`src/hdl/ssrx_defines.vh`:
```
`ifndef SSRX_DEFINES_VH
`define SSRX_DEFINES_VH
// register byte addresses
`define SSRX_A_CSR 8'h00
`define SSRX_A_RXCTRL 8'h04
`define SSRX_A_CTRL2 8'h08
`define SSRX_A_OPTION 8'h0C
`define SSRX_A_RXDATA 8'h10
`define SSRX_A_TXDATA 8'h14
// ctrl_reg_two fields
`define SSRX_C2_PORT_ON 0
`define SSRX_C2_RX_ON 1
`define SSRX_C2_TX_ON 2
`define SSRX_C2_GATED 3
`define SSRX_C2_MASTER 4
`define SSRX_C2_NETWORK 5
// option_reg fields
`define SSRX_OP_FIFO_ON 0
`define SSRX_OP_IRQ_ON 1
`define SSRX_OP_WM_LSB 4
// rx_ctrl_reg fields
`define SSRX_RC_WL_LSB 0
`define SSRX_RC_DC_LSB 2
// ctrl_status_reg fields
`define SSRX_CS_READY 0
`define SSRX_CS_FULL 1
`define SSRX_CS_OVR 2
`define SSRX_CS_RUN 3
`define SSRX_CS_LVL_LSB 8
// reset values
`define SSRX_RST_CTRL2 6'h00
`define SSRX_RST_OPTION 8'h00
`define SSRX_RST_RXCTRL 7'h00
// internal bit clock half period in port clocks
`define SSRX_HALF_DIV 8'h02
`endif

```
`src/hdl/ssrx_sync3.v`:
```
`timescale 1ns/1ps
// three-stage synchroniser; level changes once stages two and three agree
module ssrx_sync3 (
  input wire clock,
  input wire arst_n,
  input wire ce,
  input wire din,
  output reg lvl_q
);
  reg s1_q;
  reg s2_q;
  reg s3_q;

  always @(posedge clock or negedge arst_n) begin
    if (!arst_n) begin
      s1_q <= 1'b0;
      s2_q <= 1'b0;
      s3_q <= 1'b0;
      lvl_q <= 1'b0;
    end else if (ce) begin
      s1_q <= din;
      s2_q <= s1_q;
      s3_q <= s2_q;
      if (s2_q == s3_q) begin
        lvl_q <= s3_q;
      end
    end
  end
endmodule

```
`src/hdl/ssrx_queue.v`:
```
`timescale 1ns/1ps
// receive queue, refuses a push when full
module ssrx_queue #(
  parameter WIDTH = 16,
  parameter DEPTH = 8,
  parameter AW = 3
) (
  input wire clock,
  input wire arst_n,
  input wire ce,
  input wire flush,
  input wire in_valid,
  output wire in_ready,
  input wire [WIDTH-1:0] in_data,
  output wire out_valid,
  input wire out_ready,
  output wire [WIDTH-1:0] out_data,
  output reg [AW:0] level_q
);
  reg [WIDTH-1:0] mem [0:DEPTH-1];
  reg [AW-1:0] wp_q;
  reg [AW-1:0] rp_q;
  wire push = in_valid & in_ready;
  wire pop = out_valid & out_ready;

  assign in_ready = (level_q != DEPTH[AW:0]);
  assign out_valid = (level_q != {(AW+1){1'b0}});
  assign out_data = mem[rp_q];

  always @(posedge clock) begin
    if (ce && push) begin
      mem[wp_q] <= in_data;
    end
  end

  always @(posedge clock or negedge arst_n) begin
    if (!arst_n) begin
      wp_q <= {AW{1'b0}};
      rp_q <= {AW{1'b0}};
      level_q <= {(AW+1){1'b0}};
    end else if (ce) begin
      if (flush) begin
        wp_q <= {AW{1'b0}};
        rp_q <= {AW{1'b0}};
        level_q <= {(AW+1){1'b0}};
      end else begin
        if (push) begin
          wp_q <= (wp_q == DEPTH[AW-1:0] - 1'b1) ? {AW{1'b0}} : wp_q + 1'b1;
        end
        if (pop) begin
          rp_q <= (rp_q == DEPTH[AW-1:0] - 1'b1) ? {AW{1'b0}} : rp_q + 1'b1;
        end
        if (push && !pop) begin
          level_q <= level_q + 1'b1;
        end else if (pop && !push) begin
          level_q <= level_q - 1'b1;
        end
      end
    end
  end
endmodule

```
`src/hdl/ssrx_port.v`:
```
// Register access over APB and the register offsets were decided locally.
`timescale 1ns/1ps
`include "ssrx_defines.vh"
module ssrx_port #(
  parameter QDEPTH = 8,
  parameter QAW = 3
) (
  input wire clock,
  input wire arst_n,
  input wire ce,
  input wire psel,
  input wire penable,
  input wire pwrite,
  input wire [7:0] paddr,
  input wire [31:0] pwdata,
  output reg [31:0] prdata,
  output wire pready,
  output wire pslverr,
  input wire rx_clock_pin,
  input wire rx_frame_sync_pin,
  input wire rx_data_pin,
  input wire tx_clock_pin_in,
  output wire tx_clock_pin_out,
  output wire tx_clock_pin_oe,
  output wire tx_data_pin_out,
  output wire tx_data_pin_oe,
  output wire rx_irq
);
  function [4:0] wl_decode;
    input [1:0] code;
    begin
      case (code)
        2'h0: wl_decode = 5'h08;
        2'h1: wl_decode = 5'h0A;
        2'h2: wl_decode = 5'h0C;
        default: wl_decode = 5'h10;
      endcase
    end
  endfunction

  function addr_ok;
    input [7:0] a;
    begin
      addr_ok = (a == `SSRX_A_CSR) || (a == `SSRX_A_RXCTRL) || (a == `SSRX_A_CTRL2) ||
        (a == `SSRX_A_OPTION) || (a == `SSRX_A_RXDATA) || (a == `SSRX_A_TXDATA);
    end
  endfunction

  reg [5:0] ctrl2_q;
  reg [7:0] option_q;
  reg [6:0] rxctrl_q;
  reg [15:0] rx_data_q;
  reg [15:0] rx_sh_q;
  reg [15:0] tx_data_q;
  reg [15:0] tx_sh_q;
  reg ready_q;
  reg ovr_q;
  reg arm_q;
  reg run_q;
  reg [8:0] fbit_q;
  reg rxclk_d1_q;
  reg fs_d1_q;
  reg txclk_d1_q;
  reg [7:0] div_q;
  reg iclk_q;
  reg [4:0] ibit_q;
  reg [4:0] islot_q;
  reg tx_pend_q;
  reg tx_busy_q;
  reg [4:0] tbit_q;
  wire rxclk_s;
  wire fs_s;
  wire rxd_s;
  wire txclk_s;
  wire [QAW:0] q_level;
  wire q_in_ready;
  wire q_out_valid;
  wire [15:0] q_out_data;

  wire port_on = ctrl2_q[`SSRX_C2_PORT_ON];
  wire rx_on = ctrl2_q[`SSRX_C2_RX_ON];
  wire tx_on = ctrl2_q[`SSRX_C2_TX_ON];
  wire master = ctrl2_q[`SSRX_C2_MASTER];
  wire gated = ctrl2_q[`SSRX_C2_GATED] & ~ctrl2_q[`SSRX_C2_NETWORK];
  wire fifo_on = option_q[`SSRX_OP_FIFO_ON];
  wire irq_on = option_q[`SSRX_OP_IRQ_ON];
  wire [3:0] wmark = option_q[`SSRX_OP_WM_LSB +: 4];
  wire [4:0] wl = wl_decode(rxctrl_q[`SSRX_RC_WL_LSB +: 2]);
  wire [4:0] dc = rxctrl_q[`SSRX_RC_DC_LSB +: 5];
  wire [8:0] wl9 = {4'h0, wl};
  // frame spans word_bits times (slot_count + 1) bit clocks; saturates at counter top
  wire [9:0] flen_full = {5'h00, wl} * ({5'h00, dc} + 10'h001);
  wire [8:0] frame_len = flen_full[9] ? 9'h1FF : flen_full[8:0];

  // APB: zero wait states, read data captured in the setup cycle
  wire setup = psel & ~penable;
  wire acc = psel & penable;
  wire wr = acc & pwrite & addr_ok(paddr);
  wire rd_data = acc & ~pwrite & (paddr == `SSRX_A_RXDATA);
  assign pready = 1'b1;
  assign pslverr = acc & ~addr_ok(paddr);

  ssrx_sync3 u_sync_rxclk (.clock(clock), .arst_n(arst_n), .ce(ce), .din(rx_clock_pin),
    .lvl_q(rxclk_s));
  ssrx_sync3 u_sync_fs (.clock(clock), .arst_n(arst_n), .ce(ce), .din(rx_frame_sync_pin),
    .lvl_q(fs_s));
  ssrx_sync3 u_sync_rxd (.clock(clock), .arst_n(arst_n), .ce(ce), .din(rx_data_pin),
    .lvl_q(rxd_s));
  ssrx_sync3 u_sync_txclk (.clock(clock), .arst_n(arst_n), .ce(ce), .din(tx_clock_pin_in),
    .lvl_q(txclk_s));

  wire rxclk_fall = rxclk_d1_q & ~rxclk_s;
  wire fs_rise = fs_s & ~fs_d1_q;
  wire txclk_fall = txclk_d1_q & ~txclk_s;
  wire tick = (div_q == `SSRX_HALF_DIV - 8'h01);
  wire int_fall = port_on & tick & iclk_q;
  wire word_edge = int_fall & (ibit_q == wl - 5'h01);

  // gated receive-only needs an outside clock
  wire gated_ok = gated & (tx_on | ~master);
  // gated mode takes its clock from the transmit clock pin as slave, from the internal bit clock as master
  wire g_fall = master ? (int_fall & tx_busy_q) : txclk_fall;
  wire rx_fall = gated ? g_fall : rxclk_fall;
  wire in_slot0 = gated | (fbit_q < wl9);
  wire rx_take = port_on & run_q & rx_fall & in_slot0;
  wire [15:0] rx_word = (fbit_q == 9'h000) ? {15'h0000, rxd_s} : {rx_sh_q[14:0], rxd_s};
  // load coincides with the capture of the final bit, mid last bit
  wire deliver = rx_take & (fbit_q == wl9 - 9'h001);
  wire q_push = deliver & fifo_on;
  wire q_pop = rd_data & fifo_on;
  wire full_flag = fifo_on & (q_level > {1'b0, wmark});
  wire ovr_evt = deliver & (fifo_on ? ~q_in_ready : (ready_q & ~rd_data));

  assign rx_irq = irq_on & (fifo_on ? full_flag : ready_q);
  assign tx_clock_pin_out = tx_busy_q & iclk_q;
  assign tx_clock_pin_oe = port_on & gated & master;
  // word kept left-aligned so the pin comes straight from a flop
  assign tx_data_pin_out = tx_sh_q[15];
  assign tx_data_pin_oe = port_on & gated & tx_on;

  ssrx_queue #(.WIDTH(16), .DEPTH(QDEPTH), .AW(QAW)) u_queue (
    .clock(clock),
    .arst_n(arst_n),
    .ce(ce),
    .flush(~port_on | ~fifo_on),
    .in_valid(q_push),
    .in_ready(q_in_ready),
    .in_data(rx_word),
    .out_valid(q_out_valid),
    .out_ready(q_pop),
    .out_data(q_out_data),
    .level_q(q_level)
  );

  always @(posedge clock or negedge arst_n) begin
    if (!arst_n) begin
      ctrl2_q <= `SSRX_RST_CTRL2;
      option_q <= `SSRX_RST_OPTION;
      rxctrl_q <= `SSRX_RST_RXCTRL;
      prdata <= 32'h00000000;
      tx_data_q <= 16'h0000;
    end else if (ce) begin
      if (wr && paddr == `SSRX_A_CTRL2) begin
        ctrl2_q <= pwdata[5:0];
      end
      if (wr && paddr == `SSRX_A_OPTION) begin
        option_q <= pwdata[7:0];
      end
      if (wr && paddr == `SSRX_A_RXCTRL) begin
        rxctrl_q <= pwdata[6:0];
      end
      if (wr && paddr == `SSRX_A_TXDATA) begin
        tx_data_q <= pwdata[15:0];
      end
      if (setup) begin
        case (paddr)
          `SSRX_A_CSR: prdata <= {{(23-QAW){1'b0}}, q_level, 4'h0, run_q, ovr_q, full_flag,
            ready_q};
          `SSRX_A_RXCTRL: prdata <= {25'h0000000, rxctrl_q};
          `SSRX_A_CTRL2: prdata <= {26'h0000000, ctrl2_q};
          `SSRX_A_OPTION: prdata <= {24'h000000, option_q};
          `SSRX_A_RXDATA: prdata <= {16'h0000, fifo_on ? (q_out_valid ? q_out_data : 16'h0000)
            : rx_data_q};
          `SSRX_A_TXDATA: prdata <= {16'h0000, tx_data_q};
          default: prdata <= 32'h00000000;
        endcase
      end
    end
  end

  // receive sequencing, flags and data register
  always @(posedge clock or negedge arst_n) begin
    if (!arst_n) begin
      rxclk_d1_q <= 1'b0;
      fs_d1_q <= 1'b0;
      txclk_d1_q <= 1'b0;
      arm_q <= 1'b0;
      run_q <= 1'b0;
      fbit_q <= 9'h000;
      rx_sh_q <= 16'h0000;
      rx_data_q <= 16'h0000;
      ready_q <= 1'b0;
      ovr_q <= 1'b0;
    end else if (ce) begin
      rxclk_d1_q <= rxclk_s;
      fs_d1_q <= fs_s;
      txclk_d1_q <= txclk_s;
      if (!port_on || !rx_on) begin
        arm_q <= 1'b0;
        run_q <= 1'b0;
        fbit_q <= 9'h000;
      end else if (gated) begin
        arm_q <= 1'b0;
        run_q <= gated_ok;
        if (!gated_ok) begin
          fbit_q <= 9'h000;
        end else if (rx_take) begin
          fbit_q <= deliver ? 9'h000 : fbit_q + 9'h001;
        end
      end else begin
        if (!run_q && !arm_q) begin
          arm_q <= 1'b1;
        end
        if (fs_rise && (arm_q || run_q)) begin
          run_q <= 1'b1;
          arm_q <= 1'b0;
          fbit_q <= 9'h000;
        end else if (run_q && rx_fall && fbit_q < frame_len) begin
          fbit_q <= fbit_q + 9'h001;
        end
      end
      if (rx_take) begin
        rx_sh_q <= rx_word;
      end
      if (deliver && !fifo_on) begin
        rx_data_q <= rx_word;
      end
      if (deliver && !fifo_on) begin
        ready_q <= 1'b1;
      end else if (rd_data || fifo_on) begin
        ready_q <= 1'b0;
      end
      if (ovr_evt) begin
        ovr_q <= 1'b1;
      end else if (wr && paddr == `SSRX_A_CSR && pwdata[`SSRX_CS_OVR]) begin
        ovr_q <= 1'b0;
      end
    end
  end

  // internal bit, word and frame clocks run whenever the port is on
  always @(posedge clock or negedge arst_n) begin
    if (!arst_n) begin
      div_q <= 8'h00;
      iclk_q <= 1'b0;
      ibit_q <= 5'h00;
      islot_q <= 5'h00;
    end else if (ce) begin
      if (!port_on) begin
        div_q <= 8'h00;
        iclk_q <= 1'b0;
        ibit_q <= 5'h00;
        islot_q <= 5'h00;
      end else begin
        div_q <= tick ? 8'h00 : div_q + 8'h01;
        if (tick) begin
          iclk_q <= ~iclk_q;
        end
        if (int_fall) begin
          ibit_q <= word_edge ? 5'h00 : ibit_q + 5'h01;
          if (word_edge) begin
            islot_q <= (islot_q >= dc) ? 5'h00 : islot_q + 5'h01;
          end
        end
      end
    end
  end

  // gated transmit: shifts after each capturing fall
  always @(posedge clock or negedge arst_n) begin
    if (!arst_n) begin
      tx_pend_q <= 1'b0;
      tx_busy_q <= 1'b0;
      tbit_q <= 5'h00;
      tx_sh_q <= 16'h0000;
    end else if (ce) begin
      if (!port_on || !gated || !tx_on) begin
        tx_busy_q <= 1'b0;
        tbit_q <= 5'h00;
        tx_pend_q <= 1'b0;
      end else if (wr && paddr == `SSRX_A_TXDATA) begin
        tx_pend_q <= 1'b1;
        if (!master) begin
          tx_sh_q <= pwdata[15:0] << (5'h10 - wl);
        end
      end else if (master && word_edge && tx_pend_q && !tx_busy_q) begin
        tx_busy_q <= 1'b1;
        tx_pend_q <= 1'b0;
        tbit_q <= 5'h00;
        tx_sh_q <= tx_data_q << (5'h10 - wl);
      end else if (g_fall) begin
        tx_sh_q <= {tx_sh_q[14:0], 1'b0};
        tbit_q <= (tbit_q == wl - 5'h01) ? 5'h00 : tbit_q + 5'h01;
        if (tbit_q == wl - 5'h01) begin
          tx_busy_q <= 1'b0;
          if (!master) begin
            tx_pend_q <= 1'b0;
          end
        end
      end
    end
  end
endmodule

```
`config.mk`:
```
export PLATFORM = sky130hd
export DESIGN_NAME = ssrx_port
export DESIGN_NICKNAME = d
export VERILOG_FILES = /design/src/hdl/ssrx_sync3.v /design/src/hdl/ssrx_queue.v /design/src/hdl/ssrx_port.v
export VERILOG_INCLUDE_DIRS = /design/src /design/src/hdl
export SDC_FILE = /design/constraint.sdc
export NUM_CORES = 1
export LEC_CHECK = 0
export BUFFER_PORTS_ARGS = -buffer_cell sky130_fd_sc_hd__buf_2
export CAP_MARGIN = 15
export CORE_ASPECT_RATIO = 0.6
export CORE_MARGIN = 10
export CORE_UTILIZATION = 58
export CTS_CLUSTER_DIAMETER = 100
export CTS_CLUSTER_SIZE = 14
export DETAILED_ROUTE_END_ITERATION = 7
export PLACE_DENSITY = 0.85
export RECOVER_POWER = 25
export SLEW_MARGIN = 15
export SYNTH_ARGS = -nofsm -noshare
export SYNTH_HDL_FRONTEND = slang
export SYNTH_SLANG_ARGS = --single-unit
```
`constraint.sdc`:
```
create_clock -name clock -period 16.1 [get_ports clock]
set_input_delay 3.22 -clock clock [delete_from_list [all_inputs] [get_ports clock]]
set_output_delay 3.22 -clock clock [all_outputs]
set_load 0.02 [all_outputs]
```
==> summary.md, run 1 <==
### Run status
• **outcome** complete, but fails checks
• **failing checks** max-capacitance violations, max-slew violations

### Timing
• **worst-margin pin slew** 5.36 ns
• **Total Negative Setup Slacks** 0 ns
• **Setup WS post-layout** 8.16 ns
• **worst slew slack as a fraction of its limit** -257%
• **endpoints failing hold** 0
• **Peak Freq** 0.126 GHz
• **final setup skew** 0.0285 ns
• **total of endpoints with negative setup slack in the final report** 0
• **final-layout worst hold slack** 0.482 ns
• **unrepaired setup endpoints after global routing** no
• **final-report max-slew violation count** 98
• **crit share post-route** 49.3%
• **shortest clock period the worst path allows after layout** 7.94 ns

### Route
• **wirelength, routed** 37,700 um
• **remaining antenna violation count** 0
• **via count** 10,785
• **iteration count of the initial detailed-routing pass** 5
• **wire length per cell after detailed routing** 22.5 um
• **DRC violation total after the first TritonRoute iteration** 1,266
• **vias per inst** 6.44
• **drc violations** 0

### Hold path
• **Min-Delay Path Class** reg -> reg

### Die
• **die height** 145 um
• **area of the core** 25,600 sq um
• **Total Die Area** 33,300 sq um
• **Die Wd** 229 um
• **Placement Rows** 45
• **I/O pin cnt** 89
• **Starting Density** 59.5%

### Layout
• **storage element area** 7930 sq um
• **count of fill cells added during filler insertion** 1,905
• **# nets final** 1,415
• **Post-Layout Cell Count** 1,674
• **area of the multi-input gates** 6840 sq um
• **Syn-to-layout area delta** 8.07%
• **fraction of final layout cells sized beyond drive strength 1** 18.8%

### Setup path
• **startpoint types** input pin
• **cell at the slowest stage of the critical path** sky130_fd_sc_hd__or4_4
• **Max Fanout on Critical Path** 4
• **Crit path arrival time** 4.72 ns
• **Critical Path End Type** output pin
• **most frequent cell on the critical path** sky130_fd_sc_hd__buf_2
• **cells along the critical path** buf_2 > or4_4 > a211oi_1 > nor2_1 > buf_2
• **Required @ worst endpoint** 12.88 ns
• **category of the critical setup timing path** in -> out
• **worst path bufs/invs** 2
• **longest individual stage delay on the worst path** 0.58 ns
• **delay-heaviest family, CP** simple AND/OR/NAND/NOR gates

### Clocking
• **Clock Tree Root** sky130_fd_sc_hd__clkbuf_16
• **count of hold-fix buffers inserted at cts** 0
• **H-tree levels** 1
• **number of cells upsized or downsized after cts** 0
• **cts bufs inserted** 24
• **clock latency reported for the late side of the worst-skew pair** 0.56 ns
• **clk slew on worst S/H paths** 0.07 ns
• **Setup Buffers After CTS** 0
• **clock sinks** 291
• **clock tree from TritonCTS** yes
• **number of buffers on the longest clock path** 3

### Global route
• **number of global-route vias before repair** 10,410
• **number of antenna violations at the first check in global routing** 1
• **wire length of the first global-routing pass** 59,600 um
• **global-route total usage across every layer** 22.1%
• **pin count of the biggest net entering global routing** 98
• **total overflow reported by the global router** 0

### Place
• **Post-Place Cells** 1,630
• **Detail Placement HPWL** 25,700 um
• **number of port buffers** 55
• **Post-Place Worst Slack** 8.23 ns
• **routability-driven placement congestion ratio** 0.931

### Synth
• **top-count cell post-synth** sky130_fd_sc_hd__dfrtp_1
• **top-area cell type share of the netlist area** 26.8%
• **cells taking the most area after synthesis** sky130_fd_sc_hd__dfrtp_1 (27%), sky130_fd_sc_hd__edfxtp_1 (25%), sky130_fd_sc_hd__mux2_2 (6.8%)
• **post-synthesis area per instance** 11.9 sq um
• **share of flip-flops with an asynchronous set or reset** 56.0%
• **total of warnings raised by yosys** 0
• **top flip-flop cell by instance count after synthesis** sky130_fd_sc_hd__dfrtp_1
• **count of state elements after synthesis** 291
• **most frequent cells after synthesis** sky130_fd_sc_hd__dfrtp_1 (163), sky130_fd_sc_hd__edfxtp_1 (128), sky130_fd_sc_hd__nand2_1 (99), sky130_fd_sc_hd__mux2_2 (92), sky130_fd_sc_hd__o21ai_0 (85)
• **number of enable flip-flop cells after synthesis** 128
• **Synth cell types** 70
• **cell area after synthesis** 15,200 sq um
• **sequential-to-total area share from yosys stat** 52.1%
• **post-synth top area cell** sky130_fd_sc_hd__dfrtp_1
• **cell count after synthesis** 1,274

### Flow run
• **number of max-capacitance violations reported** 1

### Pwr
• **P per Cell Area** 86.6 nW/um^2
• **switching fraction of total power** 23.1%
• **VDD IR max** 80.9 uV
• **leakage power of the design** 0.00682 uW
• **Switch Pwr** 328 uW
• **Clk network pwr share** 38.3%
• **Combinational Power Share** 4.7%
• **share of power burned in registers** 57.0%
• **internal power summed over all cells** 1090 uW
• **Total Power** 1420 uW

## through the flow
| step | utilization, % | area, sq um |
|---|---|---|
| after CTS | 64.2 | 16400 |
| after floorplan | - | 15300 |
| after global placement | 61.6 | 15700 |
| after detailed placement | 61.6 | 15700 |
| final | 64.3 | 16400 |
| after global routing | 64.3 | 16400 |
## power by group through the flow
stage	clock, uW	combinational (uW)	sequential (uW)
2_1_floorplan	0	43.7	818
3_3_place_gp	0	63.0	823
3_5_place_dp	0	66.0	825
4_1_cts	549	66.3	810
5_1_grt	579	74.1	813
6_report	545	66.8	811
## worst paths after layout
check	startpoint	endpoint	slack (ns)	depth (start not counted)
setup reg to reg	rxctrl_q[2]	fbit_q[6]	9.59	21
max in group asynchronous	arst_n	u_queue.rp_q[0]	8.47	2
hold reg to reg	ovr_q	ovr_q	0.48	2
setup / recovery	paddr[5]	pslverr	8.16	5
hold / removal	ovr_q	ovr_q	0.48	2
min in group asynchronous	arst_n	tx_sh_q[15]	4.62	1
## cells by family (layout without fill, tap and decap cells)
| kind of cell | Yosys count | after routing | synth area share (%) |
|---|---|---|---|
| multiplexers | 171 | 171 | 15.1 |
| other | 2 | 18 | 0.0494 |
| AO/OA/AOI/OAI | 270 | 270 | 11.7 |
| XOR/XNOR | 23 | 23 | 1.32 |
| AND/OR/NAND/NOR | 341 | 341 | 11.1 |
| flip-flops | 291 | 291 | 52.1 |
| buffers and inverters | 116 | 148 | 3.41 |
| adder cells (fa/ha/maj) | 60 | 60 | 5.18 |
## layer usage
layer	GRT usage, %	part of all wire, %
met4	4.29	1.8
met2	31.9	44
met5	0	0
met3	4.88	9.7
met1	33.6	45
## area by class of cell
| cell class | instances | share of cell area, % |
|---|---|---|
| Antenna cell | 1 | 0.0152 |
| Tap cell | 352 | 2.68 |
| Sequential cell | 291 | 48.2 |
| Timing Repair Buffer | 74 | 2.56 |
| Multi-Input combinational cell | 882 | 41.6 |
| Inverter | 32 | 0.731 |
| Clock buffer | 40 | 4.02 |
| Clock inverter | 2 | 0.129 |
## layout by cell type, fill, tap and decap left out, types with 41 or more instances in the layout
cell	netlist	layout
sky130_fd_sc_hd__a21oi_1	59	59
sky130_fd_sc_hd__dfrtp_1	163	161
sky130_fd_sc_hd__mux2_2	92	92
sky130_fd_sc_hd__o21ai_0	85	85
sky130_fd_sc_hd__nand2_1	99	99
sky130_fd_sc_hd__edfxtp_1	128	128
sky130_fd_sc_hd__mux2i_1	41	41
sky130_fd_sc_hd__buf_2	12	54
sky130_fd_sc_hd__ha_1	55	54
sky130_fd_sc_hd__nor2_1	73	73
## registers in the layout (all words and copies together), names as in the netlist, 8 cells and up
| register | flops |
|---|---|
| u_queue.mem | 128 |
| div_q | 8 |
| fbit_q | 9 |
| prdata | 16 |
| rx_sh_q | 15 |
| tx_data_q | 16 |
| tx_sh_q | 16 |
| rx_data_q | 16 |
| option_q | 8 |
## worst reg2reg max path, delay by kind of cell (launching register included)
kind,cells,cell delay [ns]
adder cells (fa/ha/maj),6,1.97
XOR/XNOR,1,0.38
AO/OA/AOI/OAI,9,2.29
AND/OR/NAND/NOR,5,1.24
flip-flops,1,0.54
No activity file was read; power rests on OpenSTA's default activity.
==> run 2: changes to the inputs <==
Settings changed: CORE_UTILIZATION 58 to 56, PLACE_DENSITY 0.85 to 0.86.
Clock period 16.1 ns to 6.7 ns, I/O delays scaled along.
==> run 2 against run 1 <==
- the run still ends with max-capacitance violations, max-slew violations left
- flip-flop and latch count did not move
- largest power group unchanged
- worst hold slack got worse by 0.0059 ns
- global-route usage shrank 0.44 points
==> summary.md, run 2 (same netlist as run 1, synthesis figures left out) <==
### Layout
• **Largest register FFs** 128
• **count of fill cells added during filler insertion** 2,040
• **commonest non-fill, non-tap cells in the layout** sky130_fd_sc_hd__dfrtp_1 (162), sky130_fd_sc_hd__edfxtp_1 (128), sky130_fd_sc_hd__nand2_1 (99)
• **area of the multi-input gates** 6850 sq um
• **fraction of final layout cells sized beyond drive strength 1** 18.9%
• **Reg with most FFs** u_queue.mem
• **Syn-to-layout area delta** 8.30%
• **most common cell after layout, fill and taps aside** sky130_fd_sc_hd__dfrtp_1
• **# nets final** 1,416
• **storage element area** 7920 sq um

### Setup path
• **Required @ worst endpoint** 7.17 ns
• **Critical Path End Type** register
• **Crit path arrival time** 6.43 ns
• **most frequent cell on the critical path** sky130_fd_sc_hd__ha_1
• **worst path bufs/invs** 1
• **startpoint types** register
• **cell at the slowest stage of the critical path** sky130_fd_sc_hd__dfrtp_1
• **cells along the critical path** ha_1 > xor2_1 > nor2_1 > a21oi_1 > ha_1 > fa_1 > ha_1 > ha_1 > a211oi_1 > o21ai_0 > a22o_1 > and2_1 > nor2_1 > ha_1 > a21oi_1 > o21ai_0 > a221oi_1 > a31oi_1 > a21oi_1 > buf_4 > nor2b_1 > a22o_1
• **category of the critical setup timing path** reg -> reg
• **longest individual stage delay on the worst path** 0.51 ns
• **Max Fanout on Critical Path** 11
• **delay-heaviest family, CP** compound AO/OA/AOI/OAI gates

### Die
• **die height** 148 um
• **I/O pin cnt** 89
• **Die Wd** 233 um
• **Placement Rows** 46
• **area of the core** 26,600 sq um
• **Starting Density** 57.2%
• **Total Die Area** 34,400 sq um

### Clocking
• **number of buffers on the longest clock path** 3
• **Clock Tree Root** sky130_fd_sc_hd__clkbuf_16
• **number of cells upsized or downsized after cts** 0
• **cts bufs inserted** 24
• **H-tree levels** 1
• **clock latency reported for the late side of the worst-skew pair** 0.56 ns
• **count of hold-fix buffers inserted at cts** 0
• **Setup Buffers After CTS** 0
• **clock sinks** 291
• **clk slew on worst S/H paths** 0.07 ns
• **clock tree from TritonCTS** yes

### Pwr
• **leakage power of the design** 0.00683 uW
• **Total Power** 3410 uW
• **VDD IR max** 173 uV
• **P per Cell Area** 207 nW/um^2

### Timing
• **worst slew slack as a fraction of its limit** -49.8%
• **final setup skew** 0.0364 ns
• **final-layout worst hold slack** 0.476 ns
• **final-report max-slew violation count** 53
• **Total Negative Setup Slacks** 0 ns
• **endpoints failing hold** 0
• **unrepaired setup endpoints after global routing** no
• **Setup WS post-layout** 0.745 ns
• **Peak Freq** 0.168 GHz
• **total of endpoints with negative setup slack in the final report** 0
• **crit share post-route** 88.9%
• **worst-margin pin slew** 2.25 ns
• **shortest clock period the worst path allows after layout** 5.96 ns

### Place
• **Post-Place Worst Slack** 0.892 ns
• **number of port buffers** 55
• **routability-driven placement congestion ratio** 0.910
• **Detail Placement HPWL** 26,000 um

### Route
• **wire length per cell after detailed routing** 22.3 um
• **vias per inst** 6.42
• **DRC violation total after the first TritonRoute iteration** 1,239
• **remaining antenna violation count** 0
• **iteration count of the initial detailed-routing pass** 6
• **drc violations** 0
• **via count** 10,804
• **wirelength, routed** 37,400 um

### Global route
• **number of global-route vias before repair** 10,467
• **number of antenna violations at the first check in global routing** 1
• **pin count of the biggest net entering global routing** 100
• **wire length of the first global-routing pass** 59,400 um
• **global-route total usage across every layer** 21.7%
• **total overflow reported by the global router** 0

### Flow run
• **number of max-capacitance violations reported** 1

### Run status
• **failing checks** max-capacitance violations, max-slew violations
• **outcome** complete, but fails checks

### Hold path
• **Min-Delay Path Class** reg -> reg

## run 2: power breakdown
group / total [uW] / switching [uW] / internal (uW)
combinational: 161 / 103 / 58.6
clock: 1310 / 635 / 673
sequential: 1950 / 45.5 / 1900
total: 3410 / 783 / 2630
## run 2: stage by stage
stage	utilization, %	std cells	area (sq um)
finish	61.9	1683	16500
global route	61.9	1683	16500
CTS	61.9	1681	16500
detailed placement	59.3	1639	15800
global placement	59.3	1639	15800
floorplan	-	1289	15300
## run 2: final timing paths
kind | startpoint | end | slack [ns] | cells past startpoint
worst min-delay path | prdata[11] | prdata[11] | 0.48 | 2
min in group asynchronous | arst_n | tx_sh_q[15] | 0.87 | 1
max in group asynchronous | arst_n | div_q[3] | 4.36 | 2
worst max register to register | rxctrl_q[2] | fbit_q[4] | 0.74 | 22
worst max-delay path | rxctrl_q[2] | fbit_q[4] | 0.74 | 22
worst min register to register | prdata[11] | prdata[11] | 0.48 | 2
## run 2: worst min-delay path, stage by stage (launching register included)
cell	delay (ns)
sky130_fd_sc_hd__dfrtp_1	0.34
sky130_fd_sc_hd__nand2_1	0.04
sky130_fd_sc_hd__o21ai_0	0.06
## run 2: metal layers
metal  up-vias  track usage [%]  wire length (um)
met5         -                0                 0
met4         0             5.75               831
met3        71             5.16              3880
met2       602             32.0             16700
met1      5337             31.5             16100
li1       4794                -                 -
## run 2: area by class of cell
cell class | count | share of cell area, %
diodes | 1 | 0.0152
clock buffers | 40 | 4.01
clock inverters | 2 | 0.129
inverters | 32 | 0.730
multi-input cells | 882 | 41.6
flip-flops and latches | 291 | 48.1
well taps | 360 | 2.74
repair buffers | 75 | 2.62
==> run 3: changes to the inputs <==
--- a/config.mk
+++ b/config.mk
@@ -12,3 +12,3 @@
 export CORE_MARGIN = 10
-export CORE_UTILIZATION = 56
+export CORE_UTILIZATION = 58
 export CTS_CLUSTER_DIAMETER = 100
@@ -16,3 +16,3 @@
 export DETAILED_ROUTE_END_ITERATION = 7
-export PLACE_DENSITY = 0.86
+export PLACE_DENSITY = 0.85
 export RECOVER_POWER = 25
==> constraint.sdc (replaced) <==
create_clock -name clock -period 6.2 [get_ports clock]
set_input_delay 1.24 -clock clock [delete_from_list [all_inputs] [get_ports clock]]
set_output_delay 1.24 -clock clock [all_outputs]
set_load 0.005 [all_outputs]
==> run 3 against run 2 <==
- the flow still finishes with violations (max-capacitance violations, max-slew violations)
- register-to-register slack got worse by 0.29 ns
- routed wire length increased by 1.6%
- largest power group unchanged
- combinational power grew 5%
- global-route usage grew 0.65 points
- highest routed layer unchanged
- clock skew is 0.018 ns lower
==> summary.md, run 3 (same netlist as run 1, synthesis figures left out) <==
### Clocking
• **H-tree levels** 1
• **clock sinks** 291
• **clock latency reported for the late side of the worst-skew pair** 0.55 ns
• **Setup Buffers After CTS** 0
• **clock tree from TritonCTS** yes
• **number of buffers on the longest clock path** 3
• **cts bufs inserted** 24
• **Clock Tree Root** sky130_fd_sc_hd__clkbuf_16
• **clk slew on worst S/H paths** 0.07 ns

### Die
• **Starting Density** 59.5%
• **area of the core** 25,600 sq um
• **die height** 145 um
• **Die Wd** 229 um
• **Total Die Area** 33,300 sq um
• **I/O pin cnt** 89
• **Placement Rows** 45

### Setup path
• **Reg2Reg Launch Point** rxctrl_q[1]
• **startpoint types** register
• **Critical Path End Type** register
• **Max Fanout on Critical Path** 10
• **Required @ worst endpoint** 6.64 ns
• **Crit path arrival time** 6.19 ns
• **category of the critical setup timing path** reg -> reg
• **endpoint of the lowest-slack register-to-register path** fbit_q[4]
• **worst reg2reg path depth** 22
• **register-to-register setup slack** 0.45 ns

### Pwr
• **internal power summed over all cells** 2840 uW
• **share of power burned in registers** 57.1%
• **Switch Pwr** 841 uW
• **VDD IR max** 205 uV
• **Combinational Power Share** 4.6%
• **leakage power of the design** 0.00686 uW
• **P per Cell Area** 223 nW/um^2
• **switching fraction of total power** 22.9%
• **Clk network pwr share** 38.3%

### Route
• **iteration count of the initial detailed-routing pass** 6
• **via count** 10,796
• **remaining antenna violation count** 0
• **vias per inst** 6.43
• **drc violations** 0
• **wire length per cell after detailed routing** 22.7 um
• **DRC violation total after the first TritonRoute iteration** 1,232
• **wirelength, routed** 38,000 um

### Timing
• **total of endpoints with negative setup slack in the final report** 0
• **Total Negative Setup Slacks** 0 ns
• **final-report max-slew violation count** 68
• **final setup skew** 0.0183 ns
• **worst-margin pin slew** 3.65 ns
• **unrepaired setup endpoints after global routing** no
• **Peak Freq** 0.174 GHz
• **worst slew slack as a fraction of its limit** -144%
• **endpoints failing hold** 0
• **crit share post-route** 92.7%
• **final-layout worst hold slack** 0.488 ns
• **shortest clock period the worst path allows after layout** 5.75 ns

### Layout
• **Largest register FFs** 128
• **# nets final** 1,421
• **fraction of final layout cells sized beyond drive strength 1** 19.2%
• **most common cell after layout, fill and taps aside** sky130_fd_sc_hd__dfrtp_1
• **commonest non-fill, non-tap cells in the layout** sky130_fd_sc_hd__dfrtp_1 (161), sky130_fd_sc_hd__edfxtp_1 (128), sky130_fd_sc_hd__nand2_1 (99)
• **Reg with most FFs** u_queue.mem
• **final instance area** 16,500 sq um
• **Syn-to-layout area delta** 8.38%

### Place
• **number of port buffers** 55
• **cell area after placement** 15,800 sq um
• **Detail Placement HPWL** 26,100 um
• **routability-driven placement congestion ratio** 0.933

### Hold path
• **number of cells on the worst hold path** 2
• **end point of the worst hold path** prdata[7]
• **Min-Delay Path Class** reg -> reg
• **start point of the worst min-delay path** prdata[7]

### Global route
• **wire length of the first global-routing pass** 60,100 um
• **global-route total usage across every layer** 22.3%
• **number of antenna violations at the first check in global routing** 1
• **total overflow reported by the global router** 0
• **number of global-route vias before repair** 10,562
• **pin count of the biggest net entering global routing** 71

### Run status
• **outcome** complete, but fails checks
• **failing checks** max-capacitance violations, max-slew violations

### Flow run
• **number of max-capacitance violations reported** 2

run 3: cell types whose count changed in the layout (fill, tap and decap cells not counted), sizes merged:
cell and change:
buf +2, clkbuf +2
run 3: worst max-delay path, stage by stage, from the launching register on:
cell                       delay [ns]
sky130_fd_sc_hd__dfrtp_1         0.49
sky130_fd_sc_hd__ha_1            0.48
sky130_fd_sc_hd__inv_1           0.20
sky130_fd_sc_hd__nor2_1          0.14
sky130_fd_sc_hd__a21oi_1         0.06
sky130_fd_sc_hd__ha_1            0.31
sky130_fd_sc_hd__fa_1            0.52
sky130_fd_sc_hd__ha_1            0.31
sky130_fd_sc_hd__ha_1            0.34
sky130_fd_sc_hd__o21ai_0         0.09
sky130_fd_sc_hd__o21ai_0         0.25
sky130_fd_sc_hd__a22o_1          0.21
sky130_fd_sc_hd__and2_1          0.30
sky130_fd_sc_hd__nor2_1          0.09
sky130_fd_sc_hd__ha_1            0.29
sky130_fd_sc_hd__a21oi_1         0.16
sky130_fd_sc_hd__o21ai_0         0.11
sky130_fd_sc_hd__a221oi_1        0.37
sky130_fd_sc_hd__a31oi_1         0.16
sky130_fd_sc_hd__a21oi_2         0.26
sky130_fd_sc_hd__buf_4           0.19
sky130_fd_sc_hd__o21ai_0         0.09
sky130_fd_sc_hd__a22o_1          0.24
run 3: timing repair:
action	CTS	global route
hold buffers	0	0
resized for setup	0	2
endpoints found under the setup margin	0	8
hold endpoints to repair	0	0
run 3: power groups by stage:
stage          logic, uW  registers [uW]  clock network, uW
6_report             169            2100               1410
5_1_grt              190            2110               1500
4_1_cts              168            2100               1420
3_5_place_dp         165            2140                  0
3_3_place_gp         158            2140                  0
2_1_floorplan        106            2120                  0
run 3: worst max path at each step:
stage                startpoint        end  depth (start not counted)
global route        rxctrl_q[2]  fbit_q[3]                         23
finish              rxctrl_q[1]  fbit_q[4]                         22
global placement    rxctrl_q[2]  fbit_q[4]                         22
floorplan           rxctrl_q[1]  fbit_q[2]                         25
CTS                 rxctrl_q[2]  fbit_q[2]                         22
detailed placement  rxctrl_q[2]  fbit_q[4]                         21
run 3: metrics by stage:
step | utilization, % | std cells | total power [uW] | setup WS, ns
2_1_floorplan | - | 1289 | 2230 | 0.375
3_3_place_gp | 61.8 | 1636 | 2290 | 0.472
3_5_place_dp | 61.8 | 1636 | 2310 | 0.421
4_1_cts | 64.4 | 1677 | 3700 | 0.391
5_1_grt | 64.5 | 1679 | 3800 | 0.0590
6_report | 64.5 | 1679 | 3680 | 0.450
run 3: area by class of cell:
type	count	area (sq um)
Sequential cell	291	7930
Timing Repair Buffer	80	460
Clock buffer	39	657
Antenna cell	1	2.50
Inverter	32	120
Clock inverter	2	21.3
Fill cell	1921	9080
Tap cell	352	440
Multi-Input combinational cell	882	6850
run 3: routing by layer:
metal	vias up	part of all wire (%)	GRT usage, %
met2	562	44	32.6
met3	69	9.4	4.70
li1	4798	-	-
met1	5367	44	33.3
met5	-	0	0
met4	0	2.3	5.31
